**src/hdl/qadc_regs.vh**
```
// Constants of the quad converter serial frame and conversion sequencer.
`ifndef QADC_REGS_VH
`define QADC_REGS_VH

// ----------------------------------------------------------------------------
// Conversion timing in serial clock edges
// ----------------------------------------------------------------------------
`define QADC_CONV_EDGES   5'd16
`define QADC_HOLD_FALL    5'd4
`define QADC_DATA_FIRST   5'd5
`define QADC_DATA_LAST    5'd16
`define QADC_CTRL_BITS    5'd8

// ----------------------------------------------------------------------------
// Channel select control word
// ----------------------------------------------------------------------------
`define QADC_CTRL_W       8
`define QADC_CHAN_LSB     3
`define QADC_CHAN_W       2
`define QADC_CHAN_RST     2'h0

// ----------------------------------------------------------------------------
// Result
// ----------------------------------------------------------------------------
`define QADC_RES_W        12
`define QADC_RES_TOP      12'h800
`define QADC_RES_ZERO     12'h000
// The bit index wraps modulo sixteen, so fall five picks bit 11 and fall sixteen bit 0.
`define QADC_BIT_BASE     4'h0

`endif
```
**src/hdl/qadc_frame_ctrl.v**
```verilog
// Serial frame, conversion sequencing and result path of the quad converter.
`timescale 1ns/1ns
`include "qadc_regs.vh"

module qadc_frame_ctrl (
	// Clock and reset
	input  wire                    clk_sys,
	input  wire                    rst_n,
	// Serial pins from the host
	input  wire                    cs_n,
	input  wire                    sclk,
	input  wire                    din,
	output wire                    dout,
	output wire                    dout_oe_n,
	// Analog front end
	input  wire                    cmp_above,
	output wire [`QADC_RES_W-1:0]  dac_code,
	output wire [`QADC_CHAN_W-1:0] chan_sel,
	output wire                    track_mode,
	output wire                    hold_mode,
	output wire                    sample_strobe,
	output wire                    power_down,
	// Parallel result stream
	output wire [`QADC_RES_W-1:0]  res_data,
	output wire                    res_valid,
	input  wire                    res_ready,
	output wire                    res_overrun
);

	localparam [1:0] ST_PD    = 2'b00;
	localparam [1:0] ST_TRACK = 2'b01;
	localparam [1:0] ST_HOLD  = 2'b10;

	// ------------------------------------------------------------------------
	// Reset release
	// ------------------------------------------------------------------------
	reg rst_m_q;
	reg rst_s_q;
	wire rst_sync_n;

	always @(posedge clk_sys or negedge rst_n) begin
		if (!rst_n) begin
			rst_m_q <= 1'b0;
			rst_s_q <= 1'b0;
		end else begin
			rst_m_q <= 1'b1;
			rst_s_q <= rst_m_q;
		end
	end

	assign rst_sync_n = rst_s_q;

	// ------------------------------------------------------------------------
	// Pin synchronisers and edge detection
	// ------------------------------------------------------------------------
	reg cs_m_q;
	reg cs_s_q;
	reg cs_d_q;
	reg sclk_m_q;
	reg sclk_s_q;
	reg sclk_d_q;
	reg din_m_q;
	reg din_s_q;

	always @(posedge clk_sys or negedge rst_sync_n) begin
		if (!rst_sync_n) begin
			cs_m_q   <= 1'b1;
			cs_s_q   <= 1'b1;
			cs_d_q   <= 1'b1;
			sclk_m_q <= 1'b0;
			sclk_s_q <= 1'b0;
			sclk_d_q <= 1'b0;
			din_m_q  <= 1'b0;
			din_s_q  <= 1'b0;
		end else begin
			cs_m_q   <= cs_n;
			cs_s_q   <= cs_m_q;
			cs_d_q   <= cs_s_q;
			sclk_m_q <= sclk;
			sclk_s_q <= sclk_m_q;
			sclk_d_q <= sclk_s_q;
			din_m_q  <= din;
			din_s_q  <= din_m_q;
		end
	end

	wire frame_open;
	wire in_frame;
	wire sclk_fall;
	wire sclk_rise;
	wire first_fall;

	assign frame_open = !cs_s_q && cs_d_q;
	// Clock edges count only inside a frame; outside it they are gated off.
	assign in_frame   = !cs_s_q && !cs_d_q;
	assign sclk_fall  = in_frame && sclk_d_q && !sclk_s_q;
	assign sclk_rise  = in_frame && !sclk_d_q && sclk_s_q;
	// A clock resting low, or falling with the select, makes the select fall
	// the first falling edge; the next rising edge then carries control bit 7.
	assign first_fall = frame_open && !sclk_s_q;

	// ------------------------------------------------------------------------
	// Conversion sequencer
	// ------------------------------------------------------------------------
	reg [1:0]                state_q;
	reg [1:0]                state_d;
	reg [4:0]                fall_q;
	reg [4:0]                fall_d;
	reg [4:0]                rise_q;
	reg [4:0]                rise_d;
	reg [`QADC_CTRL_W-2:0]   shift_q;
	reg [`QADC_CTRL_W-2:0]   shift_d;
	reg [`QADC_CHAN_W-1:0]   chan_addr_q;
	reg [`QADC_CHAN_W-1:0]   chan_addr_d;
	reg [`QADC_CHAN_W-1:0]   mux_q;
	reg [`QADC_CHAN_W-1:0]   mux_d;
	reg                      hold_evt;
	wire                     start_conv;
	wire [`QADC_CTRL_W-1:0]  ctrl_word;

	// A new conversion opens at the first fall of a frame, or at the fall
	// that follows the sixteenth edge of the previous one.
	assign start_conv = first_fall ||
		(sclk_fall && (fall_q == 5'd0 || fall_q == `QADC_CONV_EDGES));
	assign ctrl_word  = {shift_q, din_s_q};

	always @* begin
		state_d     = state_q;
		fall_d      = fall_q;
		rise_d      = rise_q;
		shift_d     = shift_q;
		chan_addr_d = chan_addr_q;
		mux_d       = mux_q;
		hold_evt    = 1'b0;
		if (cs_s_q) begin
			state_d = ST_PD;
			fall_d  = 5'd0;
			rise_d  = 5'd0;
		end else begin
			if (start_conv) begin
				state_d = ST_TRACK;
				fall_d  = 5'd1;
				rise_d  = 5'd0;
				// The input in use was chosen by the previous control word.
				mux_d   = chan_addr_q;
			end else if (sclk_fall) begin
				fall_d = fall_q + 5'd1;
				case (state_q)
				ST_TRACK: begin
					if (fall_d == `QADC_HOLD_FALL) begin
						state_d  = ST_HOLD;
						hold_evt = 1'b1;
					end
				end
				ST_HOLD: begin
					if (fall_d == `QADC_CONV_EDGES) begin
						state_d = ST_PD;
					end
				end
				default: begin
				end
				endcase
			end
			if (sclk_rise && rise_q != `QADC_CONV_EDGES) begin
				rise_d = rise_q + 5'd1;
				if (rise_q < `QADC_CTRL_BITS) begin
					shift_d = ctrl_word[`QADC_CTRL_W-2:0];
				end
				if (rise_d == `QADC_CTRL_BITS) begin
					// Bits 7, 6, 5 and 2 to 0 are dropped here.
					chan_addr_d = ctrl_word[`QADC_CHAN_LSB+`QADC_CHAN_W-1:
						`QADC_CHAN_LSB];
				end
			end
		end
	end

	reg track_q;
	reg hold_q;
	reg pd_q;
	reg sample_q;

	always @(posedge clk_sys or negedge rst_sync_n) begin
		if (!rst_sync_n) begin
			state_q     <= ST_PD;
			fall_q      <= 5'd0;
			rise_q      <= 5'd0;
			shift_q     <= {(`QADC_CTRL_W-1){1'b0}};
			chan_addr_q <= `QADC_CHAN_RST;
			mux_q       <= `QADC_CHAN_RST;
			track_q     <= 1'b0;
			hold_q      <= 1'b0;
			pd_q        <= 1'b1;
			sample_q    <= 1'b0;
		end else begin
			state_q     <= state_d;
			fall_q      <= fall_d;
			rise_q      <= rise_d;
			shift_q     <= shift_d;
			chan_addr_q <= chan_addr_d;
			mux_q       <= mux_d;
			track_q     <= (state_d == ST_TRACK);
			hold_q      <= (state_d == ST_HOLD);
			pd_q        <= (state_d == ST_PD);
			sample_q    <= hold_evt;
		end
	end

	// ------------------------------------------------------------------------
	// Successive approximation
	// ------------------------------------------------------------------------
	reg                    busy_q;
	reg [`QADC_RES_W-1:0]  trial_q;
	reg [`QADC_RES_W-1:0]  res_q;
	reg [`QADC_RES_W-1:0]  dac_q;
	reg                    pend_q;
	reg [`QADC_RES_W-1:0]  pend_data_q;
	reg                    overrun_q;
	wire [`QADC_RES_W-1:0] res_next;
	wire                   buf_in_ready;
	wire                   done;

	// One bit is decided per system clock, so all twelve settle well before
	// the host samples the fifth rising edge, even at the top clock rate.
	assign res_next = cmp_above ? (res_q | trial_q) : res_q;
	assign done     = busy_q && trial_q[0];

	always @(posedge clk_sys or negedge rst_sync_n) begin
		if (!rst_sync_n) begin
			busy_q  <= 1'b0;
			trial_q <= `QADC_RES_ZERO;
			res_q   <= `QADC_RES_ZERO;
			dac_q   <= `QADC_RES_ZERO;
		end else if (hold_evt) begin
			busy_q  <= 1'b1;
			trial_q <= `QADC_RES_TOP;
			res_q   <= `QADC_RES_ZERO;
			dac_q   <= `QADC_RES_TOP;
		end else if (busy_q) begin
			// Unsigned straight-binary code, built from the top bit down.
			res_q   <= res_next;
			trial_q <= trial_q >> 1;
			dac_q   <= res_next | (trial_q >> 1);
			if (trial_q[0]) begin
				busy_q <= 1'b0;
			end
		end
	end

	// ------------------------------------------------------------------------
	// Result hand-off into the buffer
	// ------------------------------------------------------------------------
	// A finished word waits here while the buffer is full; a later word that
	// finds it still waiting replaces it and flags the loss.
	always @(posedge clk_sys or negedge rst_sync_n) begin
		if (!rst_sync_n) begin
			pend_q      <= 1'b0;
			pend_data_q <= `QADC_RES_ZERO;
			overrun_q   <= 1'b0;
		end else begin
			overrun_q <= done && pend_q && !buf_in_ready;
			if (done) begin
				pend_q      <= 1'b1;
				pend_data_q <= res_next;
			end else if (buf_in_ready) begin
				pend_q <= 1'b0;
			end
		end
	end

	qadc_pair_buf #(
		.W (`QADC_RES_W)
	) u_buf (
		.clk_sys   (clk_sys),
		.rst_n     (rst_sync_n),
		.in_valid  (pend_q),
		.in_ready  (buf_in_ready),
		.in_data   (pend_data_q),
		.out_valid (res_valid),
		.out_ready (res_ready),
		.out_data  (res_data)
	);

	// ------------------------------------------------------------------------
	// Serial output
	// ------------------------------------------------------------------------
	reg        dout_q;
	reg        dout_oe_n_q;
	wire [3:0] bit_idx;
	wire       in_data_slot;

	assign bit_idx      = `QADC_BIT_BASE - fall_q[3:0];
	assign in_data_slot = (fall_q >= `QADC_DATA_FIRST) && (fall_q <= `QADC_DATA_LAST);

	always @(posedge clk_sys or negedge rst_sync_n) begin
		if (!rst_sync_n) begin
			dout_q      <= 1'b0;
			dout_oe_n_q <= 1'b1;
		end else begin
			// The select alone decides whether the pin is driven.
			dout_oe_n_q <= cs_s_q;
			if (!cs_s_q && in_data_slot) begin
				dout_q <= res_q[bit_idx];
			end else begin
				dout_q <= 1'b0;
			end
		end
	end

	// ------------------------------------------------------------------------
	// Outputs
	// ------------------------------------------------------------------------
	assign dout          = dout_q;
	assign dout_oe_n     = dout_oe_n_q;
	assign dac_code      = dac_q;
	assign chan_sel      = mux_q;
	assign track_mode    = track_q;
	assign hold_mode     = hold_q;
	assign sample_strobe = sample_q;
	assign power_down    = pd_q;
	assign res_overrun   = overrun_q;

endmodule

```
**src/hdl/qadc_pair_buf.v**
```verilog
// Two-entry buffer with valid and ready on both sides.
`timescale 1ns/1ns
`include "qadc_regs.vh"

module qadc_pair_buf #(
	parameter W = `QADC_RES_W
) (
	// Clock and reset
	input  wire         clk_sys,
	input  wire         rst_n,
	// Filling side
	input  wire         in_valid,
	output wire         in_ready,
	input  wire [W-1:0] in_data,
	// Draining side
	output wire         out_valid,
	input  wire         out_ready,
	output wire [W-1:0] out_data
);

	reg [W-1:0] mem_q [0:1];
	reg [1:0]   cnt_q;
	reg         valid_q;
	wire        push;
	wire        pop;

	assign in_ready  = (cnt_q != 2'd2);
	assign out_valid = valid_q;
	assign out_data  = mem_q[0];
	assign push      = in_valid & in_ready;
	assign pop       = out_valid & out_ready;

	// Entry 0 is always the head, so the drain side reads a flop directly.
	always @(posedge clk_sys or negedge rst_n) begin
		if (!rst_n) begin
			cnt_q    <= 2'd0;
			valid_q  <= 1'b0;
			mem_q[0] <= {W{1'b0}};
			mem_q[1] <= {W{1'b0}};
		end else begin
			case ({push, pop})
			2'b10: begin
				mem_q[cnt_q[0]] <= in_data;
				cnt_q           <= cnt_q + 2'd1;
				valid_q         <= 1'b1;
			end
			2'b01: begin
				mem_q[0] <= mem_q[1];
				cnt_q    <= cnt_q - 2'd1;
				valid_q  <= (cnt_q == 2'd2);
			end
			2'b11: begin
				if (cnt_q == 2'd1) begin
					mem_q[0] <= in_data;
				end else begin
					mem_q[0] <= mem_q[1];
					mem_q[1] <= in_data;
				end
			end
			default: begin
			end
			endcase
		end
	end

endmodule

```
**config.mk**
```make
export PLATFORM = sky130hd
export DESIGN_NAME = qadc_frame_ctrl
export DESIGN_NICKNAME = d
export VERILOG_FILES = /design/src/hdl/qadc_frame_ctrl.v /design/src/hdl/qadc_pair_buf.v
export VERILOG_INCLUDE_DIRS = /design/src /design/src/hdl
export SDC_FILE = /design/constraint.sdc
export NUM_CORES = 1
export LEC_CHECK = 0
export BUFFER_PORTS_ARGS = -buffer_cell sky130_fd_sc_hd__buf_2
export CAP_MARGIN = 10
export CELL_PAD_IN_SITES_DETAIL_PLACEMENT = 0
export CELL_PAD_IN_SITES_GLOBAL_PLACEMENT = 2
export CORE_MARGIN = 3
export CORE_UTILIZATION = 30
export CTS_CLUSTER_DIAMETER = 30
export CTS_CLUSTER_SIZE = 16
export DETAILED_ROUTE_END_ITERATION = 6
export GPL_TIMING_DRIVEN = 0
export PLACE_DENSITY_LB_ADDON = 0.1
export REMOVE_ABC_BUFFERS = 1
export SYNTH_ARGS = -nofsm -noshare
export SYNTH_HDL_FRONTEND = slang
export SYNTH_SLANG_ARGS = --single-unit
```
**constraint.sdc**
```tcl
create_clock -name clk_sys -period 4.4 [get_ports clk_sys]
set_clock_uncertainty 0.2 [all_clocks]
set_input_delay 0.44 -clock clk_sys [delete_from_list [all_inputs] [get_ports clk_sys]]
set_output_delay 0.44 -clock clk_sys [all_outputs]
set_load 0.005 [all_outputs]
```
# Word-level counts from Yosys, hierarchy flattened
# Index checks and enable logic that the tools add are counted.
[word_totals] inputBits=7 output_inout_bits=34 reg_bits=113 wordCells=141
[classes] n_reduce_logical=35 muxes=41 order_cmp=6 bitwise=6 eq_ne=16 add_sub_neg=5
[op_table] operator="$mux W12" n=10
[op_table] operator="$pmux W12 S3" n=1
[op_table] operator="$mux W5" n=6
[op_table] operator="$bwmux W24" n=1
[op_table] operator="$pmux W12 S2" n=1
[op_table] operator="$logic_and A1 B1 Y1" n=15
[op_table] operator="$demux W12 S1" n=1
[op_table] operator="$mux W1" n=12
[op_table] operator="$or A12 B11 Y12" n=1
[op_table] operator="$or A12 B12 Y12" n=1
[op_table] operator="$add A5 B1 Y5 const B" n=2
[op_table] operator="$eq A2 B2 Y1 const B" n=5
[op_table] operator="$eq A5 B5 Y1 const B" n=2
[op_table] operator="$mux W2" n=5
[op_table] operator="$reduce_bool A3 Y1" n=3
[op_table] operator="$eq A2 B1 Y1 const B" n=4
[op_table] operator="$pmux W2 S2" n=2
[op_table] operator="$reduce_bool A2 Y1" n=4
[op_table] operator="$reduce_and A3 Y1" n=2
[op_table] operator="$eq A5 B3 Y1 const B" n=1
[op_table] operator="$eq A5 B4 Y1 const B" n=1
[op_table] operator="$ge A5 B3 Y1 const B" n=1
[op_table] operator="$le A5 B5 Y1 const B" n=1
[op_table] operator="$logic_not A1 Y1" n=5
[op_table] operator="18 further kinds" n=22

# Logic depth before layout (Yosys ltp)
[depth] depth_word=9 depth_mapped=10 depth_no_buf=9

# Cells and area by module
# From an unflattened synthesis, not the netlist that was laid out.
[unflattened] cells_unflattened=479 hier_area_um2=5257.5
[modules_own_cells] module="qadc_frame_ctrl" seq_area_each_um2=2157.1 instances=1 cells_per_inst=347 area_each_um2=3796.1
[modules_own_cells] module="qadc_pair_buf" seq_area_each_um2=675.6 instances=1 cells_per_inst=132 area_each_um2=1461.4

# Least setup slack after synthesis
# No wires, ideal clock.
[synth_timing] path_kind="input-to-reg" from="in res_ready" to="reg u_buf.mem_q[10] (netlist name)" path_stages=7 arrival_time_ps=2217 setup_time_ps=125 n_path_buf=2 setup_slack_ps=1858 required_ps=4075 path_cell_list="nand2_1 inv_1 clkbuf_1 ha_1 mux2i_1 clkbuf_1 mux2_2"
[synth_via] elab_chain_cells=4 elab_cells_between_ends=7 classes_between="eq/ne (3); mux (1); bitwise (1); reduce/logical (2)"
[synth_rtl] element="start, declared" line="qadc_frame_ctrl.v:26" source="input wire res_ready,"
[synth_rtl] element="$and A1 B1 Y1 *" line="qadc_pair_buf.v:31" source="assign pop = out_valid & out_ready;"
[synth_rtl] element="$eq A2 B2 Y1" line="qadc_pair_buf.v:41" source="case ({push, pop})"
[synth_rtl] element="$ne A2 B2 Y1 (no source line) or $reduce_bool A2 Y1 (tied branches)"
[synth_rtl] element="$reduce_and A2 Y1 (no source line)"
[synth_rtl] element="end signal, assigned by index" line="qadc_pair_buf.v:43" source="mem_q[cnt_q[0]] <= in_data;"
[synth_rtl] element="end, declared" line="qadc_pair_buf.v:21" source="reg [W-1:0] mem_q [0:1];"
# Every way passes the cells marked *; elsewhere a longest branch is shown, timed or not.
# A chain may end at the register's enable or synchronous reset.

# Final worst setup path
[layout_timing] from="reg u_buf.valid_q (netlist: u_buf.out_valid)" to="reg u_buf.mem_q[3] (netlist name)"
[layout_via] elab_chain_cells=4 elab_cells_between_ends=7 classes_between="eq/ne (3); mux (1); bitwise (1); reduce/logical (2)"
[layout_rtl] element="start, declared" line="qadc_pair_buf.v:23" source="reg valid_q;"
[layout_rtl] element="start signal, assigned" line="qadc_pair_buf.v:50" source="valid_q <= (cnt_q == 2'd2);"
[layout_rtl] element="$and A1 B1 Y1 *" line="qadc_pair_buf.v:31"
[layout_rtl] element="$eq A2 B2 Y1" line="qadc_pair_buf.v:41"
[layout_rtl] element="$ne A2 B2 Y1 (no source line) or $reduce_bool A2 Y1 (tied branches)"
[layout_rtl] element="$reduce_and A2 Y1 (no source line)"
# Marked as above.

==> impl_metrics.csv <==
group,metric,value,unit
run_status,status,"finished, final reports clean",
power_and_ir_drop,power.leakage,2.75,nW
yosys,synth.top_cells.by_area,"sky130_fd_sc_hd__dfrtp_1, sky130_fd_sc_hd__nor2_1, sky130_fd_sc_hd__mux2_2",
clock_network,post_cts_buffers,0,
drt,drt-vias-per-instance,4.87,
yosys,synth_top_area_share,50.7,%
yosys,synth.top_cells.by_count,"sky130_fd_sc_hd__dfrtp_1, sky130_fd_sc_hd__nor2_1, sky130_fd_sc_hd__a21oi_1",
global_route,all_layer_gr_usage,13.2,%
timing,finalWorstPathRequiredPeriod,3.50,ns
global_route,aggregate_global_routing_overflow,0,
place,setup_slack_after_placement,0.748,ns
power_and_ir_drop,p_seq_share,39.3,%
cells_and_area,fillerInstances,1752,
clock_network,path_clk_slew,0.05,ns
clock_network,clock-sinks,113,
drt,antenna_violating_nets_post_route,0,
cells_and_area,drive_above_1_share,20.8,%
drt,wl,12300,um
floorplan,design.core.area,17400,um2
job,drv_cap,0,
place,gp_congestion,0.732,
critical_path,criticalPathCategory,"register to register",
yosys,synth.largest_area_cell,"sky130_fd_sc_hd__dfrtp_1",
yosys,postSynth.asyncResetShare,100,%
timing,setup_viol,0,
clock_network,tritoncts.num_buffers,17,
yosys,seq_total_area_yosys,52.7,%
critical_path,worst_path_cell_chain,"nand2_1 -> inv_1 -> ha_1 -> mux2i_1 -> buf_6 -> mux2_2",
critical_path,worstSetupEndpointType,"register",
critical_path,worst_ep_required_time,4.49,ns
critical_path,timing.critical_path.from_type,"register",
yosys,synth.distinct_cells,54,
drt,pre_antenna_drt_iters,4,
clock_network,maximum_count_of_clock_buffers_along_a_single_path,2,
clock_network,root_buffer,"sky130_fd_sc_hd__clkbuf_16",
critical_path,worst-path-max-fanout,16,
floorplan,core.rowCount,48,
clock_network,maximum_level_of_the_cts_h_tree,4,
yosys,post_synthesis_cell_area,5380,um2
yosys,synth.ff_latch_count,113,
floorplan,dieWidth,140,um
place,port-buffer-count,40,
power_and_ir_drop,power_report.internal_total,0.00226,W
cells_and_area,antennaDiodeCount,0,
timing,relSlewSlack,36.9,%
clock_network,clk_latency,0.40,ns
global_route,grt_start_max_net_pins,63,
power_and_ir_drop,comb_power_share,14.0,%
power_and_ir_drop,largest_vdd_supply_drop,0.000325,V
power_and_ir_drop,power_per_cell_area,477,nW/um2
timing,final.setup.worst_slack,0.895,ns
yosys,yosysWarnings,0,
timing,unrepaired_setup_endpoints_after_global_routing,"no",
drt,drt_iter0_markers,261,
drt,remaining_drc_errors,0,
global_route,grt_pass1_vias,3832,
place,detailed_place_hpwl,8130,um
critical_path,crit_slowest_cell,"sky130_fd_sc_hd__mux2i_1",
cells_and_area,post_layout_nonfiller_instances,773,
yosys,synth-main-ff-cell,"sky130_fd_sc_hd__dfrtp_1",
power_and_ir_drop,netSwitchingFraction,25.8,%
timing,setup_tns,0,ns
timing,report.final.hold_viol_count,0,
yosys,mapped_cells,508,
timing,timing.hold.ws,0.147,ns
timing,final_min_period_over_clock_period,79.7,%
place,place_inst,737,
cells_and_area,area.growth.synth_to_final,18.6,%
timing,timing_worst_slew_pin_value,0.946,ns
floorplan,die-area,19600,um2
global_route,global_route_wire_length_before_repair,20600,um
cells_and_area,area_of_the_multi_input_gates,2230,um2
timing,maxSlewViolCount,0,
floorplan,initial_core_util,30.9,%
floorplan,io_pins,41,
cells_and_area,layout.area.seq,2840,um2
floorplan,die_height,140,um
yosys,number_of_enable_type_register_cells_in_the_synthesized_netlist,0,
worst_hold_path,hold_path_class,"primary input to asynchronous set/reset pin",
clock_network,cts_tree,"yes",
power_and_ir_drop,power.net_switching,0.000786,W
cells_and_area,layout.nets,557,
drt,route.detailed.wl_per_inst,15.9,um
yosys,synthMostInstantiatedCell,"sky130_fd_sc_hd__dfrtp_1",
yosys,synthesis.area_per_instance,10.6,um2
power_and_ir_drop,clkPwrFrac,46.7,%
timing,achievable-frequency,0.285,GHz
clock_network,post_cts_resize_count,0,
drt,vias,3761,
global_route,grt_antenna_before_repair,0,
critical_path,critical_path.max_stage_delay,0.68,ns
critical_path,arrival,3.59,ns
repair_timing:
| action | 4_1_cts | 5_1_grt |
|---|---|---|
| hold endpoints to repair | 5 | 0 |
| hold buffers | 4 | 0 |
| endpoints found under the setup margin | 0 | 0 |
cell families (layout without fill, tap and decap cells):
logic type	Yosys count	count (layout)	share of synthesized area, %
multiplexers	38	38	8.40
AO/OA/AOI/OAI	111	111	14.2
XOR/XNOR	9	9	1.82
flip-flops	113	113	52.7
AND/OR/NAND/NOR	155	155	13.3
adder cells (fa/ha/maj)	15	15	3.49
other	1	1	0.0698
buffers and inverters	66	106	6.01
flip-flops by register name, indices dropped and copies added (netlist names), 4 cells and up:
name            cells
u_buf.out_data     12
dac_code           12
shift_q             4
fall_q              5
trial_q            12
res_q              12
pend_data_q        12
u_buf.mem_q        12
rise_q              5
layer usage:
metal / routed length (um) / track usage [%] / share of wire (%) / vias up
met5: 0 / 0 / 0 / -
met4: 129 / 3.88 / 1.1 / 0
met3: 398 / 3.68 / 3.2 / 9
met2: 5920 / 20.9 / 48 / 53
met1: 5800 / 17.6 / 47 / 1865
li1: - / - / - / 1834
cells in the final DEF, fill, tap and decap left out, types with 12 or more instances in the layout:
cell / netlist / final
sky130_fd_sc_hd__mux2_2: 19 / 19
sky130_fd_sc_hd__nand2_1: 35 / 35
sky130_fd_sc_hd__clkbuf_16: 0 / 17
sky130_fd_sc_hd__nor2_1: 71 / 71
sky130_fd_sc_hd__a311oi_1: 12 / 12
sky130_fd_sc_hd__inv_1: 27 / 27
sky130_fd_sc_hd__o21ai_0: 24 / 24
sky130_fd_sc_hd__mux2i_1: 14 / 14
sky130_fd_sc_hd__buf_2: 3 / 40
sky130_fd_sc_hd__a21oi_1: 39 / 38
sky130_fd_sc_hd__ha_1: 15 / 15
sky130_fd_sc_hd__nor3_1: 14 / 14
sky130_fd_sc_hd__dfrtp_1: 109 / 107
stage by stage:
stage / utilization, % / area [um2] / power (W)
after floorplan: - / 5150 / 0.00148
after global placement: 32.4 / 5640 / 0.00163
after detailed placement: 32.8 / 5720 / 0.00165
after CTS: 36.6 / 6370 / 0.00310
after global routing: 36.6 / 6370 / 0.00323
final: 36.6 / 6370 / 0.00304
cell type report:
cell class              count  share of cell area [%]
flip-flops and latches    113                    44.5
multi-input cells         329                    35.0
clock buffers              22                    7.60
repair buffers             47                    4.81
well taps                 225                    4.42
clock inverters            10                    2.06
inverters                  27                    1.59
power groups by stage:
stage / logic (W) / clock network (W) / registers [W]
2_1_floorplan: 0.000271 / 0 / 0.00121
3_3_place_gp: 0.000412 / 0 / 0.00122
3_5_place_dp: 0.000433 / 0 / 0.00122
4_1_cts: 0.000438 / 0.00147 / 0.00120
5_1_grt: 0.000498 / 0.00152 / 0.00121
6_report: 0.000427 / 0.00142 / 0.00119
critical path, delay by kind of cell, from the launching register on:
family | cells | cell delay (ns)
AND/OR/NAND/NOR | 1 | 0.39
flip-flops | 1 | 0.38
multiplexers | 2 | 1.01
buffers and inverters | 2 | 0.79
adder cells (fa/ha/maj) | 1 | 0.61
final timing paths:
| path | from | end | slack, ns | cells past startpoint |
|---|---|---|---|---|
| max in group asynchronous | rst_s_q | power_down | 3.01 | 1 |
| setup reg to reg | u_buf.out_valid | u_buf.mem_q[3] | 0.90 | 6 |
| setup / recovery | u_buf.out_valid | u_buf.mem_q[3] | 0.90 | 6 |
| hold / removal | rst_n | rst_s_q | 0.15 | 2 |
| min in group clk_sys | din_m_q | din_s_q | 0.15 | 0 |
| hold reg to reg | din_m_q | din_s_q | 0.15 | 0 |
(Power assumes the default switching activity.)
